<file path="src/ctm_pkg.sv">
// Package of constants for the compact timer compare block
package ctm_pkg;
    // Register byte offsets
    localparam logic [7:0] CTRL0_OFF    = 8'h00;
    localparam logic [7:0] CTRL1_OFF    = 8'h04;
    localparam logic [7:0] PERIOD_OFF   = 8'h08;
    localparam logic [7:0] MATCH_A_OFF  = 8'h0C;
    localparam logic [7:0] COUNT_OFF    = 8'h10;
    localparam logic [7:0] STATUS_OFF   = 8'h14;
    localparam logic [7:0] MASK_OFF     = 8'h18;
    localparam logic [7:0] PRESCALE_OFF = 8'h1C;
    // Control one field positions
    localparam int CLR_SEL_BIT   = 0;
    localparam int ROLE_SWAP_BIT = 1;
    localparam int INVERT_BIT    = 2;
    localparam int INIT_LVL_BIT  = 3;
    localparam int ACTION_LSB    = 4;
    localparam int MODE_LSB      = 6;
    // Control zero field positions
    localparam int RUN_BIT       = 0;
    // Status / mask field positions
    localparam int FLAG_A_BIT    = 0;
    localparam int FLAG_P_BIT    = 1;
    // Reset values and counter maximum
    localparam logic [7:0]  CTRL1_RST    = 8'h00;
    localparam logic [7:0]  PERIOD_RST   = 8'h00;
    localparam logic [15:0] MATCH_A_RST  = 16'h0000;
    localparam logic [15:0] PRESCALE_RST = 16'h0000;
    localparam logic [15:0] COUNT_MAX    = 16'hFFFF;
    // Mode field encodings
    localparam logic [1:0] MODE_COMPARE = 2'h0;
    localparam logic [1:0] MODE_PWM     = 2'h2;
    localparam logic [1:0] MODE_TIMER   = 2'h3;
    // Output action encodings
    localparam logic [1:0] ACT_NONE   = 2'h0;
    localparam logic [1:0] ACT_LOW    = 2'h1;
    localparam logic [1:0] ACT_HIGH   = 2'h2;
    localparam logic [1:0] ACT_TOGGLE = 2'h3;
    // AXI responses
    localparam logic [1:0] RESP_OKAY   = 2'h0;
    localparam logic [1:0] RESP_SLVERR = 2'h2;
endpackage : ctm_pkg

</file>
<file path="src/ctm_timer.sv">
// Compact timer with comparators A and P, compare output and AXI4-Lite registers
`timescale 1ns/1ps
`default_nettype none
module ctm_timer #(
    parameter int CNT_W = 16                    // Counter width
) (
    input  wire logic        aclk,              // Clock, 250 MHz
    input  wire logic        aresetn,           // Synchronous reset, active low
    input  wire logic [7:0]  s_axi_awaddr,      // Write address
    input  wire logic        s_axi_awvalid,     // Write address valid
    output logic             s_axi_awready,     // Write address ready
    input  wire logic [31:0] s_axi_wdata,       // Write data
    input  wire logic [3:0]  s_axi_wstrb,       // Write strobes
    input  wire logic        s_axi_wvalid,      // Write data valid
    output logic             s_axi_wready,      // Write data ready
    output logic [1:0]       s_axi_bresp,       // Write response
    output logic             s_axi_bvalid,      // Write response valid
    input  wire logic        s_axi_bready,      // Write response ready
    input  wire logic [7:0]  s_axi_araddr,      // Read address
    input  wire logic        s_axi_arvalid,     // Read address valid
    output logic             s_axi_arready,     // Read address ready
    output logic [31:0]      s_axi_rdata,       // Read data
    output logic [1:0]       s_axi_rresp,       // Read response
    output logic             s_axi_rvalid,      // Read data valid
    input  wire logic        s_axi_rready,      // Read data ready
    output logic             timer_output_pin,  // Timer output level
    output logic             timer_output_en,   // High while block owns the pin
    output logic             irq                // Level interrupt
);

    // ****************************************************************
    // Registers
    // ****************************************************************
    logic [7:0]       ctrl_reg;
    logic             counter_run_reg;
    logic [7:0]       period_value_reg;
    logic [15:0]      match_a_value_reg;
    logic [15:0]      prescale_reg;
    logic [1:0]       status_reg;
    logic [1:0]       mask_reg;
    logic [CNT_W-1:0] count_reg;
    logic [15:0]      div_reg;
    logic             run_d_reg;
    logic             pin_level_reg;

    logic       clear_select;
    logic       pwm_role_swap;
    logic       output_invert;
    logic       initial_output_level;
    logic [1:0] output_action;
    logic [1:0] mode_field;

    assign clear_select         = ctrl_reg[ctm_pkg::CLR_SEL_BIT];
    assign pwm_role_swap        = ctrl_reg[ctm_pkg::ROLE_SWAP_BIT];
    assign output_invert        = ctrl_reg[ctm_pkg::INVERT_BIT];
    assign initial_output_level = ctrl_reg[ctm_pkg::INIT_LVL_BIT];
    assign output_action        = ctrl_reg[ctm_pkg::ACTION_LSB +: 2];
    assign mode_field           = ctrl_reg[ctm_pkg::MODE_LSB +: 2];

    // ****************************************************************
    // AXI4-Lite write channel
    // ****************************************************************
    logic       aw_held_reg;
    logic       w_held_reg;
    logic [7:0] aw_addr_reg;
    logic [31:0] w_data_reg;
    logic [3:0] w_strb_reg;
    logic       wr_fire;

    assign wr_fire = aw_held_reg && w_held_reg && !s_axi_bvalid;

    always_ff @(posedge aclk) begin
        if (!aresetn) begin
            aw_held_reg   <= 1'b0;
            w_held_reg    <= 1'b0;
            aw_addr_reg   <= 8'h00;
            w_data_reg    <= 32'h00000000;
            w_strb_reg    <= 4'h0;
            s_axi_awready <= 1'b0;
            s_axi_wready  <= 1'b0;
            s_axi_bvalid  <= 1'b0;
            s_axi_bresp   <= ctm_pkg::RESP_OKAY;
        end else begin
            s_axi_awready <= !aw_held_reg && !s_axi_awready && s_axi_awvalid;
            s_axi_wready  <= !w_held_reg && !s_axi_wready && s_axi_wvalid;
            if (s_axi_awvalid && s_axi_awready) begin
                aw_held_reg <= 1'b1;
                aw_addr_reg <= s_axi_awaddr;
            end
            if (s_axi_wvalid && s_axi_wready) begin
                w_held_reg <= 1'b1;
                w_data_reg <= s_axi_wdata;
                w_strb_reg <= s_axi_wstrb;
            end
            if (wr_fire) begin
                aw_held_reg  <= 1'b0;
                w_held_reg   <= 1'b0;
                s_axi_bvalid <= 1'b1;
                s_axi_bresp  <= addr_known(aw_addr_reg) ? ctm_pkg::RESP_OKAY
                                                        : ctm_pkg::RESP_SLVERR;
            end else if (s_axi_bvalid && s_axi_bready) begin
                s_axi_bvalid <= 1'b0;
            end
        end
    end

    function automatic logic addr_known(input logic [7:0] a);
        addr_known = (a[1:0] == 2'h0) && (a <= ctm_pkg::PRESCALE_OFF);
    endfunction : addr_known

    function automatic logic wr_hit(input logic [7:0] off);
        wr_hit = wr_fire && (aw_addr_reg == off);
    endfunction : wr_hit

    // ****************************************************************
    // Software registers
    // ****************************************************************
    always_ff @(posedge aclk) begin
        if (!aresetn) begin
            ctrl_reg          <= ctm_pkg::CTRL1_RST;
            counter_run_reg   <= 1'b0;
            period_value_reg  <= ctm_pkg::PERIOD_RST;
            match_a_value_reg <= ctm_pkg::MATCH_A_RST;
            prescale_reg      <= ctm_pkg::PRESCALE_RST;
            mask_reg          <= 2'h0;
        end else begin
            if (wr_hit(ctm_pkg::CTRL0_OFF) && w_strb_reg[0])
                counter_run_reg <= w_data_reg[ctm_pkg::RUN_BIT];
            if (wr_hit(ctm_pkg::CTRL1_OFF) && w_strb_reg[0])
                ctrl_reg <= w_data_reg[7:0];
            if (wr_hit(ctm_pkg::PERIOD_OFF) && w_strb_reg[0])
                period_value_reg <= w_data_reg[7:0];
            if (wr_hit(ctm_pkg::MATCH_A_OFF)) begin
                if (w_strb_reg[0])
                    match_a_value_reg[7:0] <= w_data_reg[7:0];
                if (w_strb_reg[1])
                    match_a_value_reg[15:8] <= w_data_reg[15:8];
            end
            if (wr_hit(ctm_pkg::PRESCALE_OFF)) begin
                if (w_strb_reg[0])
                    prescale_reg[7:0] <= w_data_reg[7:0];
                if (w_strb_reg[1])
                    prescale_reg[15:8] <= w_data_reg[15:8];
            end
            if (wr_hit(ctm_pkg::MASK_OFF) && w_strb_reg[0])
                mask_reg <= w_data_reg[1:0];
        end
    end

    // ****************************************************************
    // Timer clock divider and counter
    // ****************************************************************
    logic run_rise;
    logic tick;

    assign run_rise = counter_run_reg && !run_d_reg;
    assign tick     = counter_run_reg && (div_reg == prescale_reg);

    always_ff @(posedge aclk) begin
        if (!aresetn || run_rise || !counter_run_reg || tick)
            div_reg <= 16'h0000;
        else
            div_reg <= div_reg + 16'h0001;
    end

    always_ff @(posedge aclk) begin
        if (!aresetn)
            run_d_reg <= 1'b0;
        else
            run_d_reg <= counter_run_reg;
    end

    // Comparator events, judged on the count about to be left
    logic is_pwm;
    logic p_match;
    logic a_match;
    logic overflow;
    logic p_clears;
    logic a_clears;
    logic flag_a_evt;
    logic flag_p_evt;

    assign is_pwm   = (mode_field == ctm_pkg::MODE_PWM);
    // Period match at the last count of n*256 counts, zero gives 65536
    assign p_match  = (count_reg[15:8] == period_value_reg - 8'h01)
                    && (count_reg[7:0] == 8'hFF);
    assign a_match  = (match_a_value_reg != ctm_pkg::MATCH_A_RST)
                    && (count_reg == match_a_value_reg);
    assign overflow = (count_reg == ctm_pkg::COUNT_MAX);

    always_comb begin
        if (is_pwm) begin
            // Role swap picks which comparator sets the period
            p_clears = !pwm_role_swap && (p_match || (period_value_reg == 8'h00
                       && overflow));
            a_clears = pwm_role_swap && a_match;
        end else begin
            p_clears = !clear_select && (p_match || (period_value_reg == 8'h00
                       && overflow));
            a_clears = clear_select && a_match;
        end
    end

    assign flag_a_evt = tick && a_match;
    assign flag_p_evt = tick && p_match && (is_pwm || !clear_select);

    always_ff @(posedge aclk) begin
        if (!aresetn || run_rise)
            count_reg <= '0;
        else if (tick) begin
            if (p_clears || a_clears)
                count_reg <= '0;
            else
                count_reg <= count_reg + CNT_W'(1);
        end
    end

    // ****************************************************************
    // Output pin
    // ****************************************************************
    logic duty_on;

    // Duty active while count below the duty value
    assign duty_on = pwm_role_swap ? ({8'h00, count_reg[15:8]} < {8'h00, period_value_reg})
                                     || (period_value_reg == 8'h00)
                                   : (count_reg < match_a_value_reg);

    always_ff @(posedge aclk) begin
        if (!aresetn)
            pin_level_reg <= 1'b0;
        else if (run_rise)
            pin_level_reg <= initial_output_level;
        else if (flag_a_evt && !is_pwm) begin
            case (output_action)
                ctm_pkg::ACT_LOW:    pin_level_reg <= 1'b0;
                ctm_pkg::ACT_HIGH:   pin_level_reg <= 1'b1;
                ctm_pkg::ACT_TOGGLE: pin_level_reg <= !pin_level_reg;
                default:             pin_level_reg <= pin_level_reg;
            endcase
        end
    end

    always_ff @(posedge aclk) begin
        if (!aresetn) begin
            timer_output_pin <= 1'b0;
            timer_output_en  <= 1'b0;
        end else begin
            case (mode_field)
                ctm_pkg::MODE_COMPARE: begin
                    timer_output_pin <= pin_level_reg ^ output_invert;
                    timer_output_en  <= 1'b1;
                end
                ctm_pkg::MODE_PWM: begin
                    timer_output_en <= 1'b1;
                    if (output_action == ctm_pkg::ACT_TOGGLE)
                        timer_output_pin <= (duty_on ~^ initial_output_level)
                                            ^ output_invert;
                    else if (output_action == ctm_pkg::ACT_HIGH)
                        timer_output_pin <= !initial_output_level ^ output_invert;
                    else
                        timer_output_pin <= initial_output_level ^ output_invert;
                end
                default: begin
                    timer_output_pin <= 1'b0;
                    timer_output_en  <= 1'b0;
                end
            endcase
        end
    end

    // ****************************************************************
    // Status, mask and interrupt
    // ****************************************************************
    always_ff @(posedge aclk) begin
        if (!aresetn)
            status_reg <= 2'h0;
        else begin
            for (int i = 0; i < 2; i++) begin
                if (wr_hit(ctm_pkg::STATUS_OFF) && w_strb_reg[0] && w_data_reg[i])
                    status_reg[i] <= 1'b0;
                if ((i == ctm_pkg::FLAG_A_BIT && flag_a_evt)
                    || (i == ctm_pkg::FLAG_P_BIT && flag_p_evt))
                    status_reg[i] <= 1'b1;
            end
        end
    end

    always_ff @(posedge aclk) begin
        if (!aresetn)
            irq <= 1'b0;
        else
            irq <= |(status_reg & mask_reg);
    end

    // ****************************************************************
    // AXI4-Lite read channel
    // ****************************************************************
    always_ff @(posedge aclk) begin
        if (!aresetn) begin
            s_axi_arready <= 1'b0;
            s_axi_rvalid  <= 1'b0;
            s_axi_rdata   <= 32'h00000000;
            s_axi_rresp   <= ctm_pkg::RESP_OKAY;
        end else begin
            s_axi_arready <= !s_axi_arready && !s_axi_rvalid && s_axi_arvalid;
            if (s_axi_arvalid && s_axi_arready) begin
                s_axi_rvalid <= 1'b1;
                s_axi_rresp  <= addr_known(s_axi_araddr) ? ctm_pkg::RESP_OKAY
                                                         : ctm_pkg::RESP_SLVERR;
                case (s_axi_araddr)
                    ctm_pkg::CTRL0_OFF:    s_axi_rdata <= {31'h0, counter_run_reg};
                    ctm_pkg::CTRL1_OFF:    s_axi_rdata <= {24'h0, ctrl_reg};
                    ctm_pkg::PERIOD_OFF:   s_axi_rdata <= {24'h0, period_value_reg};
                    ctm_pkg::MATCH_A_OFF:  s_axi_rdata <= {16'h0, match_a_value_reg};
                    ctm_pkg::COUNT_OFF:    s_axi_rdata <= {16'h0, count_reg[15:0]};
                    ctm_pkg::STATUS_OFF:   s_axi_rdata <= {30'h0, status_reg};
                    ctm_pkg::MASK_OFF:     s_axi_rdata <= {30'h0, mask_reg};
                    ctm_pkg::PRESCALE_OFF: s_axi_rdata <= {16'h0, prescale_reg};
                    default:               s_axi_rdata <= 32'h00000000;
                endcase
            end else if (s_axi_rvalid && s_axi_rready) begin
                s_axi_rvalid <= 1'b0;
            end
        end
    end

endmodule : ctm_timer
`default_nettype wire

</file>
<file path="config.mk">
export PLATFORM = sky130hd
export DESIGN_NAME = ctm_timer
export DESIGN_NICKNAME = d
export VERILOG_FILES = /design/src/ctm_pkg.sv /design/src/ctm_timer.sv
export SDC_FILE = /design/constraint.sdc
export NUM_CORES = 1
export LEC_CHECK = 0
export BUFFER_PORTS_ARGS = -buffer_cell sky130_fd_sc_hd__buf_2
export CORE_ASPECT_RATIO = 1.25
export CORE_MARGIN = 3
export CORE_UTILIZATION = 45
export CTS_CLUSTER_DIAMETER = 80
export DETAILED_ROUTE_END_ITERATION = 6
export PLACE_DENSITY = 0.63
export SLEW_MARGIN = 10
export SYNTH_ARGS = -nofsm -noshare
export SYNTH_HDL_FRONTEND = slang
export SYNTH_SLANG_ARGS = --single-unit
</file>
<file path="constraint.sdc">
create_clock -name aclk -period 3.8 [get_ports aclk]
set_input_delay 0.19 -clock aclk [delete_from_list [all_inputs] [get_ports aclk]]
set_output_delay 0.19 -clock aclk [all_outputs]
set_load 0.05 [all_outputs]
</file>
Word level (Yosys, flattened, before mapping) --
Index checks and enable logic that the tools add are counted.
Cells by class: add/sub/neg operators 3, multipliers 0, divide/modulo/power cells 0, order comparisons 4, equality and inequality tests 22, shift-type cells 0, muxes and demuxes 22, bitwise logic cells 7, reductions and logical operators 85
Operators by type and width (number):
- $pmux W16 S8 | 1
- $eq A8 B5 Y1 const B | 7
- $logic_and A1 B1 Y1 | 42
- $add A16 B1 Y16 const B | 2
- $eq A16 B16 Y1 | 2
- $eq A8 B4 Y1 const B | 4
- $logic_not A8 Y1 | 3
- $eq A16 B16 Y1 const B | 1
- $eq A8 B3 Y1 const B | 2
- $le A8 B5 Y1 const B | 2
- $lt A16 B16 Y1 | 1
- $mux W1 | 16
- $mux W16 | 1
- $reduce_bool A16 Y1 | 1
- $logic_not A1 Y1 | 15
- $reduce_and A2 Y1 | 5
- $reduce_bool A2 Y1 | 5
- $eq A8 B8 Y1 | 1
- $eq A8 B8 Y1 const B | 1
- $lt A8 B8 Y1 | 1
- $sub A8 B1 Y8 const B | 1
- $logic_or A1 B1 Y1 | 7
- $eq A2 B2 Y1 const B | 3
- $logic_not A2 Y1 | 3
- other kinds (10) | 16
Storage, ports and cells: bits in registers 159, latch bits 0, bits in writable memories 0, memory bits (read-only) 0, input port bits 59, output and inout port bits 44, word-level logic and storage cells 173, memories kept 0

Depth between registers and ports, before layout --
depth in word-level cells 8, gate-level depth with buffers 9, gate-level depth less buffers 9

Worst setup path after synthesis --
No wires, ideal clock.
kind register to register, from reg s_axi_bvalid, to reg ctrl_reg[0], setup time 117 ps, arrival time 2254 ps, required time 3683 ps, slack 1429 ps, cell stages (with the launch flop) 9, clock period less this slack 2371 ps, path through dfxtp_1 nand3b_1 nor4_1 nand2_1 nor2_1 clkbuf_1 nand2_1 mux2i_1 nor2b_1
On the way: word-level cells in the longest chain between the ends 4
RTL lines:
- start, declared | line ctm_timer.sv:17 | output logic s_axi_bvalid,
- start signal, assigned | line ctm_timer.sv:81 | s_axi_bvalid <= 1'b0;
- start signal, assigned | line ctm_timer.sv:98 | s_axi_bvalid <= 1'b1;
- start signal, assigned | line ctm_timer.sv:102 | s_axi_bvalid <= 1'b0;
- $logic_not A1 Y1 | line ctm_timer.sv:70 | assign wr_fire = aw_held_reg && w_held_reg && !s_axi_bvalid;
- $logic_and A1 B1 Y1 | line ctm_timer.sv:70
- $logic_and A1 B1 Y1 | line ctm_timer.sv:112 | wr_hit = wr_fire && (aw_addr_reg == off);
- $logic_and A1 B1 Y1 | line ctm_timer.sv:129 | if (wr_hit(ctm_pkg::CTRL1_OFF) && w_strb_reg[0])
- end signal, assigned | line ctm_timer.sv:120 | ctrl_reg <= ctm_pkg::CTRL1_RST;
- end signal, assigned | line ctm_timer.sv:130 | ctrl_reg <= w_data_reg[7:0];
- end, declared | line ctm_timer.sv:34 | logic [7:0] ctrl_reg;
Every way passes these cells. A chain may end at the register's enable or synchronous reset.

Worst setup path in the final report --
from reg prescale_reg[11], to reg pin_level_reg
On the way: word-level cells in the longest chain between the ends 6
RTL lines:
- start, declared | line ctm_timer.sv:38 | logic [15:0] prescale_reg;
- start signal, assigned | line ctm_timer.sv:124 | prescale_reg <= ctm_pkg::PRESCALE_RST;
- start signal, assigned | line ctm_timer.sv:143 | prescale_reg[15:8] <= w_data_reg[15:8];
- $eq A16 B16 Y1 | line ctm_timer.sv:157 | assign tick = counter_run_reg && (div_reg == prescale_reg);
- $logic_and A1 B1 Y1 | line ctm_timer.sv:157
- $logic_and A1 B1 Y1 | line ctm_timer.sv:204 | assign flag_a_evt = tick && a_match;
- $logic_and A1 B1 Y1 | line ctm_timer.sv:233 | else if (flag_a_evt && !is_pwm) begin
- $reduce_bool A2 Y1 (no source line)
- $reduce_and A2 Y1 (no source line)
- end signal, assigned | line ctm_timer.sv:232 | pin_level_reg <= initial_output_level;
- end signal, assigned | line ctm_timer.sv:237 | ctm_pkg::ACT_TOGGLE: pin_level_reg <= !pin_level_reg;
- end signal, assigned | line ctm_timer.sv:238 | default: pin_level_reg <= pin_level_reg;
- end, declared | line ctm_timer.sv:44 | logic pin_level_reg;
Every way passes these cells.

==> impl_metrics.yaml <==
min_path:
  hp-start: "s_axi_wdata[11]"
  min_to: "w_data_reg[11]$_SDFFE_PN0P_"
  whs_path_depth: 3
  hp-class: "input pin to flop"
setup_path:
  rrSetupSlack_ns: 1.12
  crit_slowest_cell: "or4_4"
  worst-setup-path-type: "flop to flop"
  cp.arrival_ns: 3.04
  reg2reg_depth: 7
  cp_slowest_stage_delay_ns: 0.61
  crit_buf_inv: 0
  start_kind: "flop"
  cp_max_fo: 4
  crit_family: "simple AND/OR/NAND/NOR gates"
  rr_endpoint: "pin_level_reg$_SDFFE_PN0P_"
  cp.required_ns: 4.15
  cp_cell_sequence: "xor2_1, nor4_1, nand2_1, or4_4, a2111oi_0, mux2_2, o21ai_0"
  crit_path_end_kind: "flop"
  r2r_start: "prescale_reg[11]$_SDFFE_PN0P_"
clocking:
  insertion_delay_ns: 0.42
  cts.path.max_buffers: 2
  cts-root-buf: "clkbuf_16"
  cts_tree: "done"
  numCtsBuffers: 17
  cts_resized: 0
  cts.htree.levels: 4
  post_cts_buffers: 0
  clk_pin_slew_worst_paths_ns: 0.06
  ctsHoldBuffers: 7
  cts.sinks: 141
global_routing:
  antenna_found_initial: 0
  grt_max_degree: 107
  grt_pass1_vias: 5791
  grt_usage_pct: 21.5
  gr-total-overflow: 0
  globalRouteMet2Util_pct: 37.1
  grtUsageMet3_pct: 4.48
  grt_pass1_wl_um: 29800
  grt.met1_usage_pct: 26.6
  grt_busiest_layer: "met2"
die:
  start_util_pct: 46.1
  row_count: 51
  pin_count: 103
  die_w_um: 119
  die_h_um: 147
  core-area_um2: 15600
  die_area_um2: 17600
route:
  remaining_drc_errors: 0
  antenna_left: 0
  vias: 6008
  wl_per_cell_um: 16.3
  dr.pass1.iters: 5
  wirelength_um: 18400
  first_iter_violations: 362
  routed_via_density: 5.34
yosys:
  synth_top_area_cell: "dfxtp_1"
  synthTopCellsByArea: "dfxtp_1 39%, nand2_1 6.5%, mux2i_1 5.7%"
  synth_edf_count: 0
  synth_area_um2: 7200
  synth_warnings: 0
  syn_avg_cell_area_um2: 8.55
  synth_cells: 842
  ys_types: 54
  synth_top_area_share_pct: 39.2
  ys.flop_type: "dfxtp_1"
  ys_seq_area_share_pct: 39.2
  ys_seq_elements: 141
  async_flop_share_pct: 0
placed_design:
  dpl_cell_area_um2: 7640
  hpwl_um: 13700
  gp_congestion: 0.904
  io_buffers: 66
job:
  maxCapViolations: 0
final_layout:
  layout_common_cells: "141 x dfxtp_1, 125 x nand2_1, 66 x buf_2"
  antenna_cells: 0
  fin_area_um2: 8270
  area_growth_pct: 14.9
  final_common_cell: "dfxtp_1"
  fin_nets: 991
  drive_above_1_share_pct: 12.3
timing:
  fin_crit_ns: 2.68
  tightest_slew_ns: 1.12
  finalCritPeriodShare_pct: 70.6
  totalNegativeSetupSlack_ns: 0
  skew_ns: 0.00536
  clock.fmax_ghz: 0.373
  max_slew_margin_pct: 25.7
  drv_slew: 0
  setup_viol_count_final: 0
  rsz0062_at_grt: "no"
  hold_viol: 0
pwr:
  cellPowerDensity_nw_per_um2: 398
  vdd_drop_max_uv: 297
  p_leak_nw: 3.41
status:
  status: "finished, final reports clean"
==> worst max-delay path by stage <==
stage | start | end | cells past startpoint | slack [ns]
floorplan | s_axi_bvalid$_SDFFE_PN0P_ | ctrl_reg[0]$_SDFFE_PN0P_ | 8 | 1.43
global placement | period_value_reg[0]$_SDFFE_PN0P_ | count_reg[10]$_SDFFE_PP0P_ | 8 | 1.17
detailed placement | period_value_reg[1]$_SDFFE_PN0P_ | count_reg[10]$_SDFFE_PP0P_ | 8 | 1.12
CTS | period_value_reg[0]$_SDFFE_PN0P_ | count_reg[10]$_SDFFE_PP0P_ | 8 | 1.11
global route | period_value_reg[0]$_SDFFE_PN0P_ | count_reg[0]$_SDFFE_PP0P_ | 8 | 0.89
finish | prescale_reg[11]$_SDFFE_PN0P_ | pin_level_reg$_SDFFE_PN0P_ | 7 | 1.12
==> Yosys cell counts (2+ instances only) <==
cell type and count:
or3_1 5, a21boi_0 47, nand3b_1 2, ha_1 30
nor3_1 9, nand3_1 35, dfxtp_1 141, nor2b_1 40
nor2_1 58, and3_1 9, o211ai_1 7, xor2_1 30
a21oi_1 21, o21ai_0 20, inv_1 37, nor4bb_1 4
o211a_1 14, a21o_1 3, clkbuf_1 35, nand4_1 17
buf_4 18, nand2_1 125, a222oi_1 8, xnor2_1 23
mux2i_1 41, a22oi_1 13, nor3b_1 3, and2_1 6
nand2b_1 5, or2_2 2, nor4_1 11
==> per-stage QoR <==
step,hold slack (ns),util (%),total power [mW],worst slack (ns),cells
floorplan,0.335,-,1.71,1.43,859
global placement,0.444,48.9,1.74,1.17,1088
detailed placement,0.449,48.9,1.74,1.12,1088
CTS,0.0000869,52.9,3.33,1.11,1126
global route,0.0155,52.9,3.41,0.892,1126
finish,0.0156,52.9,3.30,1.12,1126
==> power breakdown <==
| group | switching (mW) | internal, mW | leakage, nW |
|---|---|---|---|
| Clock | 0.646 | 0.935 | 0.270 |
| Sequential | 0.0193 | 1.50 | 1.14 |
| Combinational | 0.139 | 0.0583 | 2.00 |
| Total | 0.804 | 2.49 | 3.41 |
==> final cells by class <==
type / count / area (µm²)
Timing Repair Buffer: 79 / 445
Inverter: 37 / 139
Clock buffer: 23 / 508
Fill cell: 1531 / 7360
Tap cell: 212 / 265
Clock inverter: 8 / 57.6
Multi-Input combinational cell: 626 / 4040
Sequential cell: 141 / 2820
==> logic make-up (layout without fill, tap and decap cells) <==
group | Yosys count | count (layout) | synth area share (%)
buffers and inverters | 92 | 147 | 5.75
flip-flops | 141 | 141 | 39.2
AO/OA/AOI/OAI | 147 | 147 | 14.9
adder cells (fa/ha/maj) | 30 | 30 | 5.21
other | 1 | 18 | 0.0521
multiplexers | 42 | 42 | 5.85
AND/OR/NAND/NOR | 336 | 336 | 22.6
XOR/XNOR | 53 | 53 | 6.45
==> worst register-to-register path, cell delays in order (launching register included) <==
cell       delay [ns]
dfxtp_1          0.34
xor2_1           0.18
nor4_1           0.32
nand2_1          0.14
or4_4            0.61
a2111oi_0        0.51
mux2_2           0.39
o21ai_0          0.13
==> layer usage <==
layer	share of wire, %	routed length [µm]
met1	44	8070
met2	50	9130
met3	4.3	797
met4	1.9	356
met5	0	0
No activity file was read; power rests on OpenSTA's default activity.
